File: src/inc/wdtnr_pkg.sv
package wdtnr_pkg;
  // ---------------------------------------------------------------
  // register map (byte addresses on the byte-addressed bus)
  // ---------------------------------------------------------------
  localparam logic [3:0] MODE_OFS = 4'h0;
  localparam logic [3:0] CMD_OFS = 4'h4;
  localparam logic [3:0] STAT_OFS = 4'h8;
  // ---------------------------------------------------------------
  // field positions and reset values
  // ---------------------------------------------------------------
  localparam int ENABLE_POS = 7;
  localparam int TSEL_LSB = 4;
  localparam int IDLE_RUN_POS = 2;
  localparam int ACTION_POS = 1;
  localparam logic ENABLE_RST = 1'b1;
  localparam logic [2:0] TSEL_RST = 3'h0;
  localparam logic IDLE_RUN_RST = 1'b0;
  localparam logic ACTION_RST = 1'b1;
  localparam logic [7:0] DISABLE_CODE = 8'hB1;
  localparam logic [7:0] CLEAR_CODE = 8'h4E;
  // ---------------------------------------------------------------
  // counts
  // ---------------------------------------------------------------
  localparam int CNT_W = 25;
  localparam logic [5:0] RESET_HOLD_STATES = 6'h20;
  typedef struct packed {
    logic enable;
    logic [2:0] tsel;
    logic idle_run;
    logic action;
  } wdtnr_mode_s;
endpackage

File: src/rtl/wdtnr_top.sv
// Chosen here: the Avalon-MM interface to the registers and the address map.
`timescale 1ns/100ps
`default_nettype none
// Behaviour
// counter on system clock, selectable timeout
// select 0-5 gives 2^15..2^25, 6/7 prohibited
// write-only command: B1 disable, 4E clear
// clear code zeroes counter, counting resumes
// disable code with enable low stops, clears
// setting enable bit re-enables watchdog
// enable bit resets to one
// timeout select resets to zero
// overflow action resets to internal reset
// action zero: overflow raises NMI interrupt
// NMI flag bit zero marks watchdog
// fault output low until clear code
// action one: internal reset for 32 states
// watchdog reset selects internal oscillator clock
// debug mode freezes counter
// idle mode governed by idle-run bit
// idle-run zero stops, one runs
// software clears before timeout
// software disables before deep stop
// reserved command codes have no effect
module wdtnr_top (
  input wire logic core_clk_i,
  input wire logic rst_i,
  input wire logic clk_en_i,
  input wire logic debug_mode_i,
  input wire logic idle_mode_i,
  input wire logic nmi_flag_clr_i,
  input wire logic [3:0] avs_address_i,
  input wire logic avs_read_i,
  input wire logic avs_write_i,
  input wire logic [31:0] avs_writedata_i,
  input wire logic [3:0] avs_byteenable_i,
  output logic [31:0] avs_readdata_o,
  output logic avs_waitrequest_o,
  output logic watchdog_overflow_irq_o,
  output logic nmi_source_watchdog_o,
  output logic fault_output_n_o,
  output logic wdt_reset_o,
  output logic clk_sel_internal_o
);
  // ---------------------------------------------------------------
  // bus decode
  // ---------------------------------------------------------------
  logic ack_q;
  logic ack_d;
  wire logic req = (avs_read_i | avs_write_i) & ~ack_q;
  wire logic wr_acc = avs_write_i & ack_q;
  wire logic lane0 = avs_byteenable_i[0];
  wire logic wr_mode = wr_acc & lane0 & (avs_address_i == wdtnr_pkg::MODE_OFS);
  wire logic wr_cmd = wr_acc & lane0 & (avs_address_i == wdtnr_pkg::CMD_OFS);
  wire logic [7:0] cmd_byte = avs_writedata_i[7:0];
  wdtnr_pkg::wdtnr_mode_s mode_q;
  wdtnr_pkg::wdtnr_mode_s mode_d;
  logic [wdtnr_pkg::CNT_W-1:0] cnt_q;
  logic [wdtnr_pkg::CNT_W-1:0] cnt_d;
  logic irq_q;
  logic flag_q;
  logic fault_n_q;
  logic [5:0] hold_q;
  logic [5:0] hold_d;
  logic rst_out_q;
  logic clk_int_q;
  logic [31:0] rdata_q;
  logic [31:0] rdata_d;
  // ---------------------------------------------------------------
  // command decode
  // ---------------------------------------------------------------
  wire logic do_clear = wr_cmd & (cmd_byte == wdtnr_pkg::CLEAR_CODE);
  wire logic do_disable = wr_cmd & (cmd_byte == wdtnr_pkg::DISABLE_CODE)
                          & ~mode_q.enable;
  // running state: enable bit only disarms once disable code lands
  logic running_q;
  wire logic running_d = (wr_mode & avs_writedata_i[wdtnr_pkg::ENABLE_POS]) ? 1'b1
                         : (do_disable ? 1'b0 : running_q);
  // ---------------------------------------------------------------
  // counter and overflow
  // ---------------------------------------------------------------
  wire logic idle_block = idle_mode_i & ~mode_q.idle_run;
  wire logic advance = running_q & ~debug_mode_i & ~idle_block & ~rst_out_q;
  // top_bit is the exponent N of the selected 2^N period
  wire logic [4:0] top_bit = 5'(15 + 2 * int'(mode_q.tsel));
  wire logic legal_sel = mode_q.tsel <= 3'h5;
  // overflow once the low N bits are all ones, so the period is 2^N
  wire logic ovf = advance & legal_sel
                   & (&(cnt_q | ~((25'h1 << top_bit) - 25'h1)));
  wire logic ovf_irq = ovf & ~mode_q.action;
  wire logic ovf_rst = ovf & mode_q.action;
  always_comb begin
    cnt_d = cnt_q;
    if (do_clear || do_disable || ovf) begin
      cnt_d = '0;
    end else if (advance) begin
      cnt_d = cnt_q + 25'h1;
    end
  end
  // ---------------------------------------------------------------
  // mode register and reset hold
  // ---------------------------------------------------------------
  always_comb begin
    mode_d = mode_q;
    if (ovf_rst) begin
      mode_d.enable = wdtnr_pkg::ENABLE_RST;
      mode_d.tsel = wdtnr_pkg::TSEL_RST;
      mode_d.idle_run = wdtnr_pkg::IDLE_RUN_RST;
      mode_d.action = wdtnr_pkg::ACTION_RST;
    end else if (wr_mode) begin
      mode_d.enable = avs_writedata_i[wdtnr_pkg::ENABLE_POS];
      mode_d.tsel = avs_writedata_i[wdtnr_pkg::TSEL_LSB+:3];
      mode_d.idle_run = avs_writedata_i[wdtnr_pkg::IDLE_RUN_POS];
      mode_d.action = avs_writedata_i[wdtnr_pkg::ACTION_POS];
    end
  end
  always_comb begin
    hold_d = hold_q;
    if (ovf_rst) begin
      hold_d = wdtnr_pkg::RESET_HOLD_STATES;
    end else if (hold_q != 6'h0) begin
      hold_d = hold_q - 6'h1;
    end
  end
  // ---------------------------------------------------------------
  // read mux
  // ---------------------------------------------------------------
  always_comb begin
    rdata_d = 32'h0;
    if (avs_address_i == wdtnr_pkg::MODE_OFS) begin
      rdata_d[wdtnr_pkg::ENABLE_POS] = mode_q.enable;
      rdata_d[wdtnr_pkg::TSEL_LSB+:3] = mode_q.tsel;
      rdata_d[wdtnr_pkg::IDLE_RUN_POS] = mode_q.idle_run;
      rdata_d[wdtnr_pkg::ACTION_POS] = mode_q.action;
    end else if (avs_address_i == wdtnr_pkg::STAT_OFS) begin
      rdata_d[0] = flag_q;
      rdata_d[1] = running_q;
      rdata_d[2] = ~fault_n_q;
    end
  end
  assign ack_d = req;
  // ---------------------------------------------------------------
  // state
  // ---------------------------------------------------------------
  always_ff @(posedge core_clk_i) begin
    if (rst_i) begin
      mode_q <= '{enable: wdtnr_pkg::ENABLE_RST, tsel: wdtnr_pkg::TSEL_RST,
                  idle_run: wdtnr_pkg::IDLE_RUN_RST, action: wdtnr_pkg::ACTION_RST};
      running_q <= 1'b1;
      cnt_q <= '0;
      hold_q <= 6'h0;
      ack_q <= 1'b0;
      rdata_q <= 32'h0;
    end else if (clk_en_i) begin
      mode_q <= mode_d;
      running_q <= ovf_rst ? 1'b1 : running_d;
      cnt_q <= cnt_d;
      hold_q <= hold_d;
      ack_q <= ack_d;
      rdata_q <= (req & avs_read_i) ? rdata_d : 32'h0;
    end
  end
  always_ff @(posedge core_clk_i) begin
    if (rst_i) begin
      irq_q <= 1'b0;
      flag_q <= 1'b0;
      fault_n_q <= 1'b1;
      rst_out_q <= 1'b0;
      clk_int_q <= 1'b0;
    end else if (clk_en_i) begin
      irq_q <= ovf_irq;
      flag_q <= ovf_irq | (flag_q & ~nmi_flag_clr_i);
      fault_n_q <= ovf_irq ? 1'b0 : (do_clear ? 1'b1 : fault_n_q);
      rst_out_q <= ovf_rst | (hold_q > 6'h1);
      clk_int_q <= ovf_rst ? 1'b1 : clk_int_q;
    end
  end
  assign avs_readdata_o = rdata_q;
  assign avs_waitrequest_o = ~ack_q;
  assign watchdog_overflow_irq_o = irq_q;
  assign nmi_source_watchdog_o = flag_q;
  assign fault_output_n_o = fault_n_q;
  assign wdt_reset_o = rst_out_q;
  assign clk_sel_internal_o = clk_int_q;
endmodule
`default_nettype wire

File: config.mk
export PLATFORM = sky130hd
export DESIGN_NAME = wdtnr_top
export DESIGN_NICKNAME = d
export VERILOG_FILES = /design/src/inc/wdtnr_pkg.sv /design/src/rtl/wdtnr_top.sv
export SDC_FILE = /design/constraint.sdc
export NUM_CORES = 1
export LEC_CHECK = 0
export ABC_AREA = 1
export BUFFER_PORTS_ARGS = -buffer_cell sky130_fd_sc_hd__buf_4
export CAP_MARGIN = 40
export CORE_MARGIN = 2
export CORE_UTILIZATION = 35
export DETAILED_ROUTE_END_ITERATION = 10
export SETUP_SLACK_MARGIN = 0.3
export SLEW_MARGIN = 20
export SYNTH_ARGS = -nofsm -noshare
export SYNTH_HDL_FRONTEND = slang
export SYNTH_SLANG_ARGS = --single-unit
File: constraint.sdc
create_clock -name core_clk_i -period 2.9 [get_ports core_clk_i]
set_input_delay 0.58 -clock core_clk_i [delete_from_list [all_inputs] [get_ports core_clk_i]]
set_output_delay 0.58 -clock core_clk_i [all_outputs]
set_load 0.02 [all_outputs]
Word-level counts from Yosys, hierarchy flattened
Cells that the tools add are included.
{"block": "op_classes", "eq_ne": 4, "bitwise_logic": 33, "addsub": 4, "n_shift": 1, "n_lt_le_gt_ge": 2, "mux": 16, "n_reduce_logical": 16}
{"op": "$mux W25", "n": 2}
{"op": "$add A25 B1 Y25 const B", "n": 1}
{"op": "$not A25 Y25", "n": 1}
{"op": "$or A25 B25 Y25", "n": 1}
{"op": "$reduce_and A25 Y1", "n": 1}
{"op": "$shl A1 B5 Y25 const A", "n": 1}
{"op": "$sub A25 B1 Y25 const B", "n": 1}
{"op": "$mux W6", "n": 4}
{"op": "$and A1 B1 Y1", "n": 19}
{"op": "$reduce_and A2 Y1", "n": 6}
{"op": "$not A1 Y1", "n": 9}
{"op": "$eq A8 B7 Y1 const B", "n": 1}
{"op": "$eq A8 B8 Y1 const B", "n": 1}
{"op": "$mux W8", "n": 1}
{"op": "$reduce_bool A2 Y1", "n": 4}
{"op": "$gt A6 B1 Y1 const B", "n": 1}
{"op": "$mux W1", "n": 6}
{"op": "$reduce_bool A6 Y1", "n": 1}
{"op": "$sub A6 B1 Y6 const B", "n": 1}
{"op": "$add A4 B4 Y5 const A", "n": 1}
{"op": "$eq A4 B3 Y1 const B", "n": 1}
{"op": "$eq A4 B4 Y1 const B", "n": 1}
{"op": "$logic_not A4 Y1", "n": 1}
{"op": "$mux W4", "n": 1}
{"op": "6 further kinds", "n": 9}
{"block": "word_totals", "word_cells": 90, "input_bits": 48, "ff_bits": 76, "out_inout_bits": 38}

Depth between registers and ports, before layout
{"block": "depth", "word_depth": 10, "mapped_depth": 15, "depth_no_buf": 15}

Worst setup path after synthesis
OpenSTA, ideal clock, no wires.
{"block": "synth_timing", "path_type": "input port to flip-flop", "startpoint": "input avs_address_i[1]", "endpoint": "register cnt_q[10] (netlist bit)", "setup_ps": 133, "setup_slack_ps": 1070, "required_ps": 2767, "t_arrival_ps": 1697, "stages": 12, "path_cell_list": "nor2_1 -> nand3_1 -> nor2_1 -> inv_1 -> or2_1 -> nand2_1 -> inv_1 -> nand2_1 -> buf_2 -> nor2_1 -> nand2_1 -> a21oi_2"}
{"block": "synth_via", "elab_chain_len": 8}
{"element": "start: declaration", "line_no": "wdtnr_top.sv:32", "source": "input wire logic [3:0] avs_address_i,"}
{"element": "$eq A4 B3 Y1 *", "line_no": "wdtnr_top.sv:54", "source": "wire logic wr_cmd = wr_acc & lane0 & (avs_address_i == wdtnr_pkg::CMD_OFS);"}
{"element": "$and A1 B1 Y1 *", "line_no": "wdtnr_top.sv:54"}
{"element": "$and A1 B1 Y1", "line_no": "wdtnr_top.sv:73", "source": "wire logic do_disable = wr_cmd & (cmd_byte == wdtnr_pkg::DISABLE_CODE)"}
{"element": "$and A1 B1 Y1", "line_no": "wdtnr_top.sv:74", "source": "& ~mode_q.enable;"}
{"element": "$logic_or A1 B1 Y1 * (2 in a row)", "line_no": "wdtnr_top.sv:94", "source": "if (do_clear || do_disable || ovf) begin"}
{"element": "$reduce_bool A2 Y1 (no source line)"}
{"element": "$reduce_and A2 Y1 (no source line)"}
{"element": "end signal: assignment", "line_no": "wdtnr_top.sv:157", "source": "cnt_q <= cnt_d;"}
{"element": "end: declaration", "line_no": "wdtnr_top.sv:58", "source": "logic [wdtnr_pkg::CNT_W-1:0] cnt_q;"}
Mark *: on every way between the ends. The rest lies on a longest branch, timed or not.
A chain may end at the register's enable or synchronous reset.

Worst setup path in the final report
{"block": "layout_timing", "startpoint": "register mode_q[3] (netlist bit)", "endpoint": "register cnt_q[23] (netlist bit)"}
{"block": "layout_via", "elab_chain_len": 10}
{"element": "start: declaration", "line_no": "wdtnr_top.sv:56", "source": "wdtnr_pkg::wdtnr_mode_s mode_q;"}
{"element": "start signal: assignment", "line_no": "wdtnr_top.sv:147", "source": "mode_q <= '{enable: wdtnr_pkg::ENABLE_RST, tsel: wdtnr_pkg::TSEL_RST,"}
{"element": "start signal: assignment", "line_no": "wdtnr_top.sv:155", "source": "mode_q <= mode_d;"}
{"element": "$add A4 B4 Y5", "line_no": "wdtnr_top.sv:85", "source": "wire logic [4:0] top_bit = 5'(15 + 2 * int'(mode_q.tsel));"}
{"element": "$shl A1 B5 Y25", "line_no": "wdtnr_top.sv:89", "source": "& (&(cnt_q | ~((25'h1 << top_bit) - 25'h1)));"}
{"element": "$sub A25 B1 Y25", "line_no": "wdtnr_top.sv:89"}
{"element": "$not A25 Y25", "line_no": "wdtnr_top.sv:89"}
{"element": "$or A25 B25 Y25", "line_no": "wdtnr_top.sv:89"}
{"element": "$reduce_and A25 Y1", "line_no": "wdtnr_top.sv:89"}
{"element": "$and A1 B1 Y1 *", "line_no": "wdtnr_top.sv:89"}
{"element": "$logic_or A1 B1 Y1 *", "line_no": "wdtnr_top.sv:94"}
{"element": "$reduce_bool A2 Y1 (no source line)"}
{"element": "$reduce_and A2 Y1 (no source line)"}
Marks and branches as above.

==> impl_results.md <==
- Outcome: completed
- Hpwl dp: 7230 um
- Register area: 1020 um2
- Dominant cell type by area after synthesis: dfxtp_1
- Post-synth top cells: nand2_1 (137), nor2_1 (81), inv_1 (67)
- Seq cells post-synth: 51
- Router iterations before antenna repair: 5
- Resize count post-CTS: 0
- Footprint of the multi-input gates: 2090 um2
- Worst endpoint required time: 3.12 ns
- Startpoint types: flip-flop
- H-tree depth: 2
- Post-route clock period utilization: 0.740
- Worst hold stages: 2
- CP Data Arrival Time: 2.36 ns
- Area delta synth->final: 9.12%
- Core area: 9860 um2
- Die Span Y: 105 um
- Hold-fix buffers at CTS: 0
- Top_reg_cell synth: dfxtp_1
- Critical Path Fanout Max: 12
- Worst Hold Class: reg2reg
- Largest net degree at the start of global routing: 35
- RSZ-0062 raised after global routing: false
- Power Density: 430 nW/um2
- Post-layout nets: 649
- Antenna violations before repair: 0
- Layout cell share with drive strength beyond 1: 0.129
- Clock root cell: clkbuf_8
- Global route overflow: 0
- TritonCTS Buffers: 5
- Minimum clock period after layout: 2.15 ns
- EDFF count, synth: 0
- Antenna viol nets, final: 0
- Drt total wl: 9340 um
- Async SR Flop Fraction: 0
- Die footprint: 11100 um2
- Max-slew violation count: 0
- Clk slew on worst S/H paths: 0.11 ns
- # setup viols final: 0
- Max_cap viols: 0
- Synth top area cells: dfxtp_1 (29%), nand2_1 (14%), nor2_1 (8.5%)
- Register area share after synthesis: 0.285
- Flop2flop setup slack: 0.75 ns
- Clock Tree Buf Depth: 2
- Crit path kind: reg2reg
- Final Hold Fails: 0
- Nature of the critical path endpoint: flip-flop
- Drt drc: 0
- Routability-driven placement congestion ratio: 0.898
- Via-to-Cell Ratio: 4.82
- Synth warn: 0
- Post-CTS setup buffers: 0
- Via count: 3521
- First-pass GRT wire length: 15600 um
- Filler cell count: 1116
- Leading cell type by number of instances after synthesis: nand2_1
- Reg2Reg Depth: 13
- Setup Skew: 0.0128 ns
- Distinct cells, synth: 40
- Total power draw: 1.68 mW
- Row cnt: 36
- CTS tree: yes
- Clk_lat worst skew: 0.32 ns
- I/O pin cnt: 86
- Leak: 1.74 nW
- Fin Setup TNS: 0 ns
- Ant diodes: 0
- Port bufs: 33
- Initial Util: 0.363
- Detailed Route Iter0 Violations: 218
- Mapped Avg Cell Area: 6.27 um2
- Mapped Cells: 571
- Wire per inst: 12.8 um
- Max Clk Rate: 466 MHz
- Vias in the first global route: 3229
- Mapped cell area: 3580 um2
- Maximum vdd drop: 0.000306 V
- Clk sinks: 51
- Post-synth top area share: 0.285
- GR Util All Layers: 0.175
- Chip Width: 105 um
## state kept, by name (all words and copies together) (netlist names)
signal                   count
mode_q                       6
avs_readdata_o               7
clk_sel_internal_o           1
ack_q                        1
nmi_source_watchdog_o        1
wdt_reset_o                  1
fault_output_n_o             1
hold_q                       6
watchdog_overflow_irq_o      1
cnt_q                       25
running_q                    1
## where the power goes
group / switching [mW] / internal, mW
Clock: 0.263 / 0.196
Sequential: 0.0451 / 0.747
Combinational: 0.267 / 0.159
Total: 0.575 / 1.10
## cells in the final DEF (no fill, tap or decap), types with 9 or more instances in the layout
cell type,n
nor3_1,14
nand4_1,16
nand2_1,137
a21oi_1,37
inv_1,67
dfxtp_1,51
conb_1,27
nand2_2,9
buf_4,34
xor2_1,11
nor2_1,81
nand3_1,47
## metal layers
metal | GRT usage | wire, um | vias up | share of wire
met5 | 0 | 0 | - | 0
met4 | 0.0600 | 160 | 0 | 0.017
met3 | 0.0218 | 475 | 13 | 0.051
met2 | 0.281 | 4270 | 117 | 0.46
met1 | 0.240 | 4440 | 1572 | 0.48
li1 | - | - | 1819 | -
## cell type report
type	count	share of cell area
clock buffer	6	0.0211
clock inverter	2	0.00352
inverter	74	0.0711
multi-input combinational	431	0.535
sequential	51	0.261
tap	133	0.0426
timing repair buffer	34	0.0653
## per-stage QoR
stage | util | hold slack (ns) | instances | setup WS (ns) | area, um2
after floorplan | - | 0.431 | 596 | 1.07 | 3670
after global placement | 0.386 | 0.448 | 723 | 0.651 | 3810
after detailed placement | 0.386 | 0.456 | 723 | 0.634 | 3810
after CTS | 0.396 | 0.473 | 731 | 0.758 | 3910
after global routing | 0.396 | 0.492 | 731 | 0.513 | 3910
final | 0.396 | 0.471 | 731 | 0.755 | 3910
## critical path: stages (launching register included)
cell and delay [ns]:
dfxtp_1 0.54, nand2_1 0.13, nand2_1 0.11, nand2_1 0.10, nand2_1 0.08, inv_1 0.04, nand2_1 0.05, nor2_1 0.05
nand3_1 0.13, nand4_2 0.40, nand3_1 0.25, nand2_1 0.07, nand2_1 0.06, nor2_1 0.04
## kinds of logic (layout without fill, tap and decap cells)
kind of cell / after synthesis / count (layout) / share of synthesized area
compound gates: 54 / 54 / 0.0846
simple gates: 331 / 331 / 0.420
xor+xnor: 15 / 15 / 0.0367
flops: 51 / 51 / 0.285
fa+ha+maj: 4 / 4 / 0.0140
other cells: 2 / 27 / 0.00210
buf+inv: 114 / 116 / 0.157
## worst paths after layout
kind / start / to
min: avs_readdata_o[4]$_SDFFE_PP0P_ / avs_readdata_o[4]$_SDFFE_PP0P_
max: mode_q[3]$_SDFFE_PP0P_ / cnt_q[23]$_SDFFE_PP0P_
max reg2reg: mode_q[3]$_SDFFE_PP0P_ / cnt_q[23]$_SDFFE_PP0P_
min reg2reg: avs_readdata_o[4]$_SDFFE_PP0P_ / avs_readdata_o[4]$_SDFFE_PP0P_
(Power assumes the default switching activity.)
